`src/dma_flow_pkg.sv`:
```
package dma_flow_pkg;

    // --------------------------------------------------------------
    // Register map of the controller's own command port
    // --------------------------------------------------------------
    localparam logic [3:0] reg_control = 4'h0;
    localparam logic [3:0] reg_size = 4'h4;
    localparam logic [3:0] reg_burst = 4'h8;
    localparam logic [3:0] reg_status = 4'hC;

    // --------------------------------------------------------------
    // Field positions and widths
    // --------------------------------------------------------------
    localparam int ctl_enable_bit = 0;
    localparam int ctl_dir_lsb = 1;
    localparam int ctl_flow_lsb = 3;
    localparam int sts_busy_bit = 0;
    localparam int sts_done_bit = 1;
    localparam int sts_left_lsb = 4;
    localparam int count_width = 12;
    localparam int burst_width = 8;

    // --------------------------------------------------------------
    // Values after reset
    // --------------------------------------------------------------
    localparam logic [count_width-1:0] size_reset = 12'h000;
    localparam logic [burst_width-1:0] burst_reset = 8'h01;

    // --------------------------------------------------------------
    // Peripheral line indices
    // --------------------------------------------------------------
    localparam int src_line = 0;
    localparam int dst_line = 1;

    // --------------------------------------------------------------
    // Modes
    // --------------------------------------------------------------
    typedef enum logic [1:0] {
        dir_mem_to_mem,
        dir_mem_to_per,
        dir_per_to_mem,
        dir_per_to_per
    } direction_e;

    typedef enum logic [1:0] {
        flow_by_dmac,
        flow_by_source,
        flow_by_destination,
        flow_reserved
    } flow_e;

endpackage

```
`src/dma_req_if.sv`:
```
interface dma_req_if;
    // Index 0 is the source peripheral, index 1 the destination peripheral.
    logic [1:0] burst_request;
    logic [1:0] single_request;
    logic [1:0] last_burst_request;
    logic [1:0] last_single_request;
    logic [1:0] request_acknowledge;
    logic [1:0] terminal_count_out;

    modport controller (
        input burst_request,
        input single_request,
        input last_burst_request,
        input last_single_request,
        output request_acknowledge,
        output terminal_count_out
    );

    modport peripheral (
        output burst_request,
        output single_request,
        output last_burst_request,
        output last_single_request,
        input request_acknowledge,
        input terminal_count_out
    );
endinterface

```
`src/dma_flow_ctrl.sv`:
```
// Local design decisions: the placing of the registers and the address-and-strobe port.
module dma_flow_ctrl
    import dma_flow_pkg::*;
(
    input wire logic i_clk,
    input wire logic i_reset,
    input wire logic [3:0] i_addr,
    input wire logic [31:0] i_wdata,
    input wire logic i_write,
    input wire logic i_read,
    output logic [31:0] o_rdata,
    output logic o_item,
    output logic o_item_done,
    dma_req_if.controller bus
);

    typedef enum logic [1:0] {
        st_idle,
        st_move,
        st_ack
    } state_e;

    typedef logic [count_width-1:0] count_t;

    // A request choice: go, last, number of items.
    typedef struct packed {
        logic go;
        logic last;
        count_t n;
    } pick_s;

    // --------------------------------------------------------------
    // Helpers
    // --------------------------------------------------------------
    function automatic count_t min_count(input count_t a, input count_t b);
        min_count = (a < b) ? a : b;
    endfunction

    // Length set by the peripheral: each line maps to a fixed amount.
    function automatic pick_s pick_flow(input logic b, input logic s, input logic lb,
                                        input logic ls, input count_t bsz);
        pick_flow = '0;
        if (lb) begin
            pick_flow = '{go: 1'b1, last: 1'b1, n: bsz};
        end else if (ls) begin
            pick_flow = '{go: 1'b1, last: 1'b1, n: count_t'(1)};
        end else if (b) begin
            pick_flow = '{go: 1'b1, last: 1'b0, n: bsz};
        end else if (s) begin
            pick_flow = '{go: 1'b1, last: 1'b0, n: count_t'(1)};
        end
    endfunction

    // Controller length, source side: burst while enough is left, else singles.
    function automatic pick_s pick_src(input logic b, input logic s, input count_t left,
                                       input count_t bsz);
        pick_src = '0;
        if (left != '0) begin
            if (left >= bsz && b) begin
                pick_src = '{go: 1'b1, last: (left == bsz), n: bsz};
            end else if (left < bsz && s) begin
                pick_src = '{go: 1'b1, last: (left == count_t'(1)), n: count_t'(1)};
            end
        end
    endfunction

    // --------------------------------------------------------------
    // State
    // --------------------------------------------------------------
    state_e state, next_state;
    logic enable, next_enable;
    direction_e dir, next_dir;
    flow_e flow, next_flow;
    count_t size, next_size;
    logic [burst_width-1:0] burst, next_burst;
    count_t left_rd, next_left_rd;
    count_t left_wr, next_left_wr;
    count_t held, next_held;
    count_t beats, next_beats;
    logic fin_rd, next_fin_rd;
    logic op_side, next_op_side;
    logic op_last, next_op_last;
    logic op_per, next_op_per;
    logic done, next_done;
    logic [1:0] ack, next_ack;
    logic [1:0] tc, next_tc;
    logic item_done, next_item_done;
    logic [31:0] rdata, next_rdata;

    count_t bsz;
    pick_s src_pick, dst_pick;
    logic [1:0] per_flow;

    always_comb begin
        bsz = (burst == '0) ? count_t'(1) : count_t'(burst);
        per_flow[src_line] = (flow == flow_by_source);
        per_flow[dst_line] = (flow == flow_by_destination);
        src_pick = '0;
        dst_pick = '0;
        case (dir)
            dir_mem_to_mem: begin
                if (left_rd != '0) begin
                    src_pick.go = 1'b1;
                    src_pick.n = min_count(bsz, left_rd);
                    src_pick.last = (src_pick.n == left_rd);
                end
            end
            dir_mem_to_per: begin
                if (per_flow[dst_line]) begin
                    dst_pick = pick_flow(bus.burst_request[dst_line],
                        bus.single_request[dst_line], bus.last_burst_request[dst_line],
                        bus.last_single_request[dst_line], bsz);
                end else if (bus.burst_request[dst_line] && left_wr != '0) begin
                    dst_pick.go = 1'b1;
                    dst_pick.n = min_count(bsz, left_wr);
                    dst_pick.last = (dst_pick.n == left_wr);
                end
            end
            dir_per_to_mem: begin
                if (per_flow[src_line]) begin
                    src_pick = pick_flow(bus.burst_request[src_line],
                        bus.single_request[src_line], bus.last_burst_request[src_line],
                        bus.last_single_request[src_line], bsz);
                end else begin
                    src_pick = pick_src(bus.burst_request[src_line],
                        bus.single_request[src_line], left_rd, bsz);
                end
            end
            dir_per_to_per: begin
                if (!fin_rd) begin
                    if (per_flow[src_line]) begin
                        src_pick = pick_flow(bus.burst_request[src_line],
                            bus.single_request[src_line], bus.last_burst_request[src_line],
                            bus.last_single_request[src_line], bsz);
                    end else if (per_flow[dst_line]) begin
                        src_pick = pick_flow(bus.burst_request[src_line],
                            bus.single_request[src_line], 1'b0, 1'b0, bsz);
                    end else begin
                        src_pick = pick_src(bus.burst_request[src_line],
                            bus.single_request[src_line], left_rd, bsz);
                    end
                end
                if (per_flow[dst_line]) begin
                    dst_pick = pick_flow(bus.burst_request[dst_line],
                        bus.single_request[dst_line], bus.last_burst_request[dst_line],
                        bus.last_single_request[dst_line], bsz);
                end else if (bus.burst_request[dst_line]) begin
                    dst_pick.go = 1'b1;
                    if (per_flow[src_line]) begin
                        dst_pick.n = fin_rd ? min_count(bsz, held) : bsz;
                        dst_pick.last = fin_rd && (dst_pick.n == held);
                    end else begin
                        dst_pick.n = min_count(bsz, left_wr);
                        dst_pick.last = (dst_pick.n == left_wr);
                    end
                end
                // A write waits for the reads that feed it; the item ends on the last write.
                if (dst_pick.n == '0 || held < dst_pick.n) begin
                    dst_pick.go = 1'b0;
                end
            end
            default: begin
                src_pick = '0;
            end
        endcase
    end

    // --------------------------------------------------------------
    // Next-value logic
    // --------------------------------------------------------------
    always_comb begin
        next_state = state;
        next_enable = enable;
        next_dir = dir;
        next_flow = flow;
        next_size = size;
        next_burst = burst;
        next_left_rd = left_rd;
        next_left_wr = left_wr;
        next_held = held;
        next_beats = beats;
        next_fin_rd = fin_rd;
        next_op_side = op_side;
        next_op_last = op_last;
        next_op_per = op_per;
        next_done = done;
        next_ack = 2'b00;
        next_tc = 2'b00;
        next_item_done = 1'b0;
        next_rdata = 32'h0000_0000;

        if (i_write) begin
            case (i_addr)
                reg_control: begin
                    next_enable = i_wdata[ctl_enable_bit];
                    if (i_wdata[ctl_enable_bit] && !enable && state == st_idle) begin
                        next_dir = direction_e'(i_wdata[ctl_dir_lsb +: 2]);
                        next_flow = flow_e'(i_wdata[ctl_flow_lsb +: 2]);
                        next_left_rd = size;
                        next_left_wr = size;
                        next_held = '0;
                        next_fin_rd = 1'b0;
                        next_done = 1'b0;
                    end
                end
                reg_size: next_size = i_wdata[count_width-1:0];
                reg_burst: next_burst = i_wdata[burst_width-1:0];
                reg_status: begin
                    if (i_wdata[sts_done_bit]) begin
                        next_done = 1'b0;
                    end
                end
                default: begin
                    next_size = size;
                end
            endcase
        end
        if (i_read) begin
            case (i_addr)
                reg_control: next_rdata = {27'h0, flow, dir, enable};
                reg_size: next_rdata = {20'h0, size};
                reg_burst: next_rdata = {24'h0, burst};
                reg_status: next_rdata = {16'h0, (dir == dir_mem_to_per) ? left_wr : left_rd,
                                          2'b00, done, (state != st_idle)};
                default: next_rdata = 32'h0000_0000;
            endcase
        end

        case (state)
            st_idle: begin
                // Draining writes go first so the held count stays small.
                if (enable && dst_pick.go) begin
                    next_state = st_move;
                    next_beats = dst_pick.n;
                    next_op_side = 1'b1;
                    next_op_last = dst_pick.last;
                    next_op_per = 1'b1;
                    next_left_wr = left_wr - min_count(dst_pick.n, left_wr);
                    next_held = (dir == dir_per_to_per) ? held - dst_pick.n : held;
                end else if (enable && src_pick.go) begin
                    next_state = st_move;
                    next_beats = src_pick.n;
                    next_op_side = 1'b0;
                    next_op_per = (dir != dir_mem_to_mem);
                    next_left_rd = left_rd - min_count(src_pick.n, left_rd);
                    if (dir == dir_per_to_per) begin
                        next_held = held + src_pick.n;
                        next_fin_rd = src_pick.last;
                        next_op_last = 1'b0;
                    end else begin
                        next_op_last = src_pick.last;
                    end
                end
            end
            st_move: begin
                next_beats = beats - count_t'(1);
                if (beats == count_t'(1)) begin
                    next_state = st_ack;
                    if (op_per) begin
                        next_ack[op_side] = 1'b1;
                    end
                    if (op_last && dir != dir_mem_to_mem) begin
                        next_tc = (dir == dir_per_to_per) ? 2'b11 : {op_side, !op_side};
                    end
                end
            end
            st_ack: begin
                next_state = st_idle;
                if (op_last) begin
                    // No list memory here: the next item is software's to load.
                    next_enable = 1'b0;
                    next_done = 1'b1;
                    next_item_done = 1'b1;
                end
            end
            default: begin
                next_state = st_idle;
            end
        endcase
    end

    always_ff @(posedge i_clk) begin
        if (i_reset) begin
            state <= st_idle;
            enable <= 1'b0;
            dir <= dir_mem_to_mem;
            flow <= flow_by_dmac;
            size <= size_reset;
            burst <= burst_reset;
            left_rd <= '0;
            left_wr <= '0;
            held <= '0;
            beats <= '0;
            fin_rd <= 1'b0;
            op_side <= 1'b0;
            op_last <= 1'b0;
            op_per <= 1'b0;
            done <= 1'b0;
            ack <= 2'b00;
            tc <= 2'b00;
            item_done <= 1'b0;
            rdata <= 32'h0000_0000;
        end else begin
            state <= next_state;
            enable <= next_enable;
            dir <= next_dir;
            flow <= next_flow;
            size <= next_size;
            burst <= next_burst;
            left_rd <= next_left_rd;
            left_wr <= next_left_wr;
            held <= next_held;
            beats <= next_beats;
            fin_rd <= next_fin_rd;
            op_side <= next_op_side;
            op_last <= next_op_last;
            op_per <= next_op_per;
            done <= next_done;
            ack <= next_ack;
            tc <= next_tc;
            item_done <= next_item_done;
            rdata <= next_rdata;
        end
    end

    assign o_rdata = rdata;
    assign o_item = (state == st_move);
    assign o_item_done = item_done;
    assign bus.request_acknowledge = ack;
    assign bus.terminal_count_out = tc;

endmodule

```
`src/flat_wrapper.sv`:
```
// flat-port wrapper written by rule: the top's interface ports become plain ports
module dma_flow_ctrl_flat import dma_flow_pkg::*;
  (i_clk, i_reset, i_addr, i_wdata, i_write, i_read, o_rdata, o_item, o_item_done, bus_burst_request, bus_single_request, bus_last_burst_request, bus_last_single_request, bus_request_acknowledge, bus_terminal_count_out);
  dma_req_if bus_i ();
  input wire logic i_clk;
  input wire logic i_reset;
  input wire logic [3:0] i_addr;
  input wire logic [31:0] i_wdata;
  input wire logic i_write;
  input wire logic i_read;
  output logic [31:0] o_rdata;
  output logic o_item;
  output logic o_item_done;
  input wire logic [$bits(bus_i.burst_request)-1:0] bus_burst_request;
  input wire logic [$bits(bus_i.single_request)-1:0] bus_single_request;
  input wire logic [$bits(bus_i.last_burst_request)-1:0] bus_last_burst_request;
  input wire logic [$bits(bus_i.last_single_request)-1:0] bus_last_single_request;
  output wire logic [$bits(bus_i.request_acknowledge)-1:0] bus_request_acknowledge;
  output wire logic [$bits(bus_i.terminal_count_out)-1:0] bus_terminal_count_out;
  assign bus_i.burst_request = bus_burst_request;
  assign bus_i.single_request = bus_single_request;
  assign bus_i.last_burst_request = bus_last_burst_request;
  assign bus_i.last_single_request = bus_last_single_request;
  assign bus_request_acknowledge = bus_i.request_acknowledge;
  assign bus_terminal_count_out = bus_i.terminal_count_out;
  dma_flow_ctrl u_core (.i_clk(i_clk), .i_reset(i_reset), .i_addr(i_addr), .i_wdata(i_wdata), .i_write(i_write), .i_read(i_read), .o_rdata(o_rdata), .o_item(o_item), .o_item_done(o_item_done), .bus(bus_i));
endmodule
```
`config.mk`:
```
export PLATFORM = sky130hd
export DESIGN_NAME = dma_flow_ctrl_flat
export DESIGN_NICKNAME = d
export VERILOG_FILES = /design/src/dma_flow_pkg.sv /design/src/dma_req_if.sv /design/src/dma_flow_ctrl.sv /design/src/flat_wrapper.sv
export SDC_FILE = /design/constraint.sdc
export NUM_CORES = 1
export LEC_CHECK = 0
export ABC_AREA = 1
export BUFFER_PORTS_ARGS = -buffer_cell sky130_fd_sc_hd__buf_4
export CAP_MARGIN = 20
export CELL_PAD_IN_SITES_DETAIL_PLACEMENT = 0
export CELL_PAD_IN_SITES_GLOBAL_PLACEMENT = 1
export CORE_MARGIN = 2
export CORE_UTILIZATION = 40
export DETAILED_ROUTE_END_ITERATION = 12
export PLACE_DENSITY_LB_ADDON = 0.1
export SLEW_MARGIN = 30
export SYNTH_ARGS = -nofsm -noshare
export SYNTH_HDL_FRONTEND = slang
export SYNTH_SLANG_ARGS = --single-unit
```
`constraint.sdc`:
```
create_clock -name i_clk -period 10.55 [get_ports i_clk]
set_input_delay 0.5275 -clock i_clk [delete_from_list [all_inputs] [get_ports i_clk]]
set_output_delay 0.5275 -clock i_clk [all_outputs]
set_load 0.005 [all_outputs]
```
==> Word-level counts from Yosys, hierarchy flattened <==
Index checks and enable logic that the tools add are counted.
{ "totals": {"reg_bits": 117, "input_bits": 48, "out_inout_bits": 38, "word_cells": 181} }
{ "classes": {"addsub": 5, "order_cmp": 10, "eq_ne": 19, "muxes": 88, "bitwise_logic": 6, "n_reduce_logical": 34} }
{ "ops": {"columns": ["op", "count"], "rows": [
  ["12-bit two-way mux", 28],
  ["14-bit two-way mux", 21],
  ["12-bit less-than comparator", 7],
  ["16-bit one-hot mux with 4 select lines", 1],
  ["12-bit equality test", 4],
  ["14-bit one-hot mux with 3 select lines", 1],
  ["12-bit subtractor", 3],
  ["14-bit one-hot mux with 2 select lines", 1],
  ["1-bit two-way mux", 26],
  ["12-bit by 1-bit equality test with 1-bit output, second input constant", 2],
  ["12-bit one-hot mux with 2 select lines", 1],
  ["12-bit nonzero test", 2],
  ["13-bit two-way mux", 1],
  ["12-bit adder", 1],
  ["12-bit greater-or-equal comparator", 1],
  ["12-bit logical NOT", 1],
  ["12-bit by 1-bit subtractor with 12-bit output, second input constant", 1],
  ["1-bit logical AND", 10],
  ["2-bit AND reduction", 5],
  ["2-bit equality test, second input constant", 4],
  ["4-bit equality test, second input constant", 2],
  ["8-bit logical NOT", 1],
  ["2-bit two-way mux", 4],
  ["8-bit two-way mux", 1],
  ["other kinds (18)", 33]
]} }

==> Longest topological paths before layout <==
{ "depth": {"depth_word": 20, "mapped_depth": 47} }

==> Least setup slack after synthesis <==
OpenSTA, ideal clock, no wires.
{ "synth_path": {"path_kind": "register -> register", "from": "register u_core.burst[7]", "to": "register u_core.left_rd[10]", "setup_time_ns": 0.133, "arrival_ns": 5.476, "setup_slack_ns": 4.941, "path_stages_with_launch": 44, "n_path_buf": 3, "cell_sequence": "dfxtp_1 -> buf_4 -> clkinv_2 -> nand2_1 -> nor2_1 -> nand2_2 -> nand2_1 -> ha_1 -> nand2_1 -> nor3_1 -> nand2_1 -> nand2_1 -> clkbuf_1 -> nand2_1 -> o21ai_0 -> o21a_1 -> inv_1 -> ha_1 -> [... 8 more ...] -> ha_1 -> a21oi_1 -> o21ai_0 -> a21oi_1 -> inv_1 -> a21oi_1 -> inv_1 -> nand2_1 -> inv_1 -> nor2_1 -> inv_1 -> a21oi_1 -> nor2_1 -> o21ai_0 -> nand2_1 -> xor2_1 -> o21ai_0 -> a21oi_1"} }
{ "synth_between": {"elab_chain_len": 17, "elab_cells_between_ends": 45, "cone_classes": "add/sub: 1; order compare: 7; mux: 30; reduce/logical: 7"} }
{ "synth_rtl": {"columns": ["item", "line_no", "source"], "rows": [
  ["start: declaration", "dma_flow_ctrl.sv:75", "logic [burst_width-1:0] burst, next_burst;"],
  ["start signal: assignment", "dma_flow_ctrl.sv:289", "burst <= burst_reset;"],
  ["start signal: assignment", "dma_flow_ctrl.sv:309", "burst <= next_burst;"],
  ["8-bit logical NOT", "dma_flow_ctrl.sv:95", "bsz = (burst == '0) ? count_t'(1) : count_t'(burst);"],
  ["8-bit two-way mux (*)", "dma_flow_ctrl.sv:95", null],
  ["12-bit less-than comparator", "dma_flow_ctrl.sv:61", "end else if (left < bsz && s) begin"],
  ["1-bit logical AND", "dma_flow_ctrl.sv:61", null],
  ["14-bit two-way mux", "dma_flow_ctrl.sv:61", null],
  ["14-bit two-way mux", "dma_flow_ctrl.sv:59", "if (left >= bsz && b) begin"],
  ["14-bit two-way mux", "dma_flow_ctrl.sv:58", "if (left != '0) begin"],
  ["14-bit two-way mux", "dma_flow_ctrl.sv:135", "end else if (per_flow[dst_line]) begin"],
  ["14-bit two-way mux", "dma_flow_ctrl.sv:131", "if (per_flow[src_line]) begin"],
  ["14-bit two-way mux", "dma_flow_ctrl.sv:130", "if (!fin_rd) begin"],
  ["14-bit one-hot mux with 3 select lines", "dma_flow_ctrl.sv:100", "case (dir)"],
  ["12-bit less-than comparator", "dma_flow_ctrl.sv:36", "min_count = (a < b) ? a : b;"],
  ["12-bit two-way mux", "dma_flow_ctrl.sv:36", null],
  ["12-bit subtractor", "dma_flow_ctrl.sv:245", "next_left_rd = left_rd - min_count(src_pick.n, left_rd);"],
  ["12-bit two-way mux", "dma_flow_ctrl.sv:240", "end else if (enable && src_pick.go) begin"],
  ["12-bit two-way mux (*)", "dma_flow_ctrl.sv:232", "if (enable && dst_pick.go) begin"],
  ["12-bit two-way mux (*)", "dma_flow_ctrl.sv:229", "case (state)"],
  ["end signal: assignment", "dma_flow_ctrl.sv:310", "left_rd <= next_left_rd;"],
  ["end: declaration", "dma_flow_ctrl.sv:76", "count_t left_rd, next_left_rd;"]
]} }
Every way passes the cells marked *; elsewhere a longest branch is shown, timed or not. The select of a mux whose other input is x is not followed.
A chain may end at the register's enable or synchronous reset.

==> Worst setup path after layout <==
Ends and elaborated chain as after synthesis.

==> impl_metrics.ini <==
[run_status]
status = completed

[min_path]
min_path_cells = 3
worstHoldEndpoint = u_core.burst[0]
holdCritPathClass = input pin to flop
min-delay-start = i_wdata[0]

[worst_setup_path]
reg2reg_depth = 39
path_class = flop to flop
required_ns = 10.81
path_common_cell = nand2_1
r2r-start = u_core.burst[7]
end_kind = flop
cp_slowest_stage_delay_ns = 0.68
cp_data_arrival_time_ns = 7.85
critPathSlowestCell = dfxtp_1
reg2reg_slack_ns = 2.96
worstReg2RegEnd = u_core.left_rd[10]
crit_fanout = 21
startpoint_type = flop

[route]
dr.pass1.iters = 6
drc = 0
vias = 10300
ant_nets = 0
post_drt_wl_per_cell_um = 18.5
drt_iter0_markers = 889
drt_wl_total_um = 34500
via_per_inst = 5.50

[global_route]
grt_pass1_vias = 9646
grt_start_max_net_pins = 61
grt_use_total_pct = 27.0
grt_antenna_before_repair = 0
grt_pass1_wl_um = 54100
overflow = 0

[floorplan]
fp.dieArea_um2 = 25400
core_um2 = 23600
die_height_um = 159
die_w_um = 159
ios = 86
placementRows = 56
start_util_pct = 41.0

[pwr]
switching_share_pct = 30.5
ir_drop_uv = 74.3
power_frac_comb_pct = 14.0
switchingPower_uw = 262
power_uw = 858
p_seq_share_pct = 45.1
powerDensity_nw_per_um2 = 81.2
pwr-share-clk_pct = 40.9
p_leak_uw = 0.00485
p_int_uw = 596

[sta]
tightest_slew_ns = 0.952
setup_viol = 0
slew_headroom_pct = 36.3
timing.final.crit_share_pct = 71.9
setup_tns_ns = 0
fmax_mhz = 132
report.final.slew_viol_count = 0
post-route-min-period_ns = 7.59
finalHoldViolCount = 0
finalClockSkew_ns = 0.0118
rsz0062_at_grt = false

[cts]
cts_tree = yes
cts_buffers = 9
ctsRootBufferMaster = clkbuf_16
cts_max_level = 3
cts.hold.buffers_added = 0
cts.sinks = 101
clock_latency_ns = 0.37
post-cts-setup-buffer-count = 0
clk_path_buf_depth = 2
ctsResizeCount = 0
clk_pin_slew_ns = 0.09

[synth]
ys.flop_type = dfxtp_1
avgSynthCellArea_um2 = 6.42
yosysSeqAreaShare_pct = 20.9
synth-edff-count = 0
synth_top_area_share_pct = 20.9
yosys_warnings = 0
synth_area_um2 = 9670
syn_inst = 1507
synth_area_leaders = dfxtp_1 21%, ha_1 13%, nand2_1 11%, a21oi_1 8.2%, nor2_1 6.9%
ys_seq_elements = 101
synthArstFlopShare_pct = 0
synthDistinctLibCells = 58
synth_top_area_cell = dfxtp_1

[placed_design]
hpwl_um = 26400
dpl_cell_area_um2 = 10300
io_buffer_count = 49
finalWeightedCongestion = 0.926

[job]
maxCapViolations = 0

[layout]
final_common_cell = nand2_1
nNetsFinal = 1696
antenna_cells = 0
drive_gt1_share_pct = 7.36
syn2layout_area_growth_pct = 9.28
fin_util_pct = 44.8
final_cell_mix = 275 x nand2_1, 179 x nor2_1, 169 x inv_1, 158 x a21oi_1, 133 x o21ai_0
design_area_um2 = 10600
fill_cells = 2578
state kept, by name, indices dropped and copies added, names as in the netlist, 2 cells and up:
register / count
u_core.state: 2
u_core.left_wr: 12
u_core.burst: 8
u_core.flow: 2
u_core.beats: 12
u_core.held: 12
u_core.dir: 2
u_core.size: 12
u_core.bus.terminal_count_out: 2
u_core.left_rd: 12
u_core.bus.request_acknowledge: 2
u_core.o_rdata: 16
Yosys cell counts, types with 15 or more instances:
master	number
clkbuf_1	34
inv_1	169
xor2_1	22
nand4_1	23
nand3_1	70
o211ai_1	20
o21bai_1	18
nand2_1	275
buf_4	20
o21ai_0	133
nor2_1	179
a21oi_1	158
o22ai_1	15
ha_1	101
dfxtp_1	101
nor3_1	21
a211oi_1	20
logic make-up after synthesis:
kind of cell	count (synthesis)	synth area share [%]
compound gates	413	24.7
mux	1	0.103
xor+xnor	35	3.17
fa+ha+maj	105	13.9
simple gates	598	26.2
flops	101	20.9
other cells	2	0.0776
buf+inv	252	11.0
area by class of cell:
| type | instances | area, um2 | area share, % |
|---|---|---|---|
| multi-input cells | 1186 | 6710 | 63.5 |
| flip-flops and latches | 101 | 2020 | 19.1 |
| inverters | 184 | 692 | 6.55 |
| repair buffers | 61 | 458 | 4.33 |
| well taps | 319 | 399 | 3.78 |
| clock buffers | 10 | 239 | 2.26 |
| clock inverters | 6 | 51.3 | 0.485 |
power by group through the flow:
| stage | clock (uW) | sequential [uW] | combinational [uW] |
|---|---|---|---|
| after floorplan | 0 | 393 | 92.0 |
| after global placement | 0 | 396 | 118 |
| after detailed placement | 0 | 396 | 119 |
| after CTS | 356 | 387 | 120 |
| after global routing | 367 | 387 | 137 |
| final | 351 | 387 | 120 |
per-layer routing:
| metal | part of all wire (%) | vias to the layer above | wire [um] | GRT usage [%] |
|---|---|---|---|---|
| met1 | 49 | 4710 | 16900 | 39.5 |
| met2 | 41 | 334 | 14200 | 40.1 |
| met3 | 6.7 | 58 | 2310 | 4.40 |
| li1 | - | 5159 | - | - |
| met4 | 3.1 | 0 | 1060 | 8.88 |
| met5 | 0 | - | 0 | 0 |
worst max path at each step:
stage | end | start
finish | u_core.left_rd[10] | u_core.burst[7]
global route | u_core.left_rd[10] | u_core.burst[7]
CTS | u_core.left_rd[11] | u_core.burst[7]
detailed placement | u_core.left_rd[11] | u_core.burst[7]
global placement | u_core.left_rd[10] | u_core.burst[7]
floorplan | u_core.left_rd[10] | u_core.burst[7]
worst max-delay path: cells and delay by family, from the launching register on:
kind | cells | cell delay, ns
AOI/OAI and AO/OA | 15 | 3.07
and+or+nand+nor | 13 | 1.92
xor gates and xnor gates | 1 | 0.14
buffers and inverters | 7 | 0.70
adders and majority gates | 3 | 0.96
DFF | 1 | 0.68
through the flow:
stage	std cells	hold WS [ns]	setup WS [ns]
floorplan	1539	0.426	4.94
global placement	1851	0.458	3.16
detailed placement	1851	0.463	3.12
CTS	1867	0.411	3.09
global route	1867	0.432	2.01
finish	1867	0.410	2.96
Note: power is estimated with default switching activity, not from simulation.
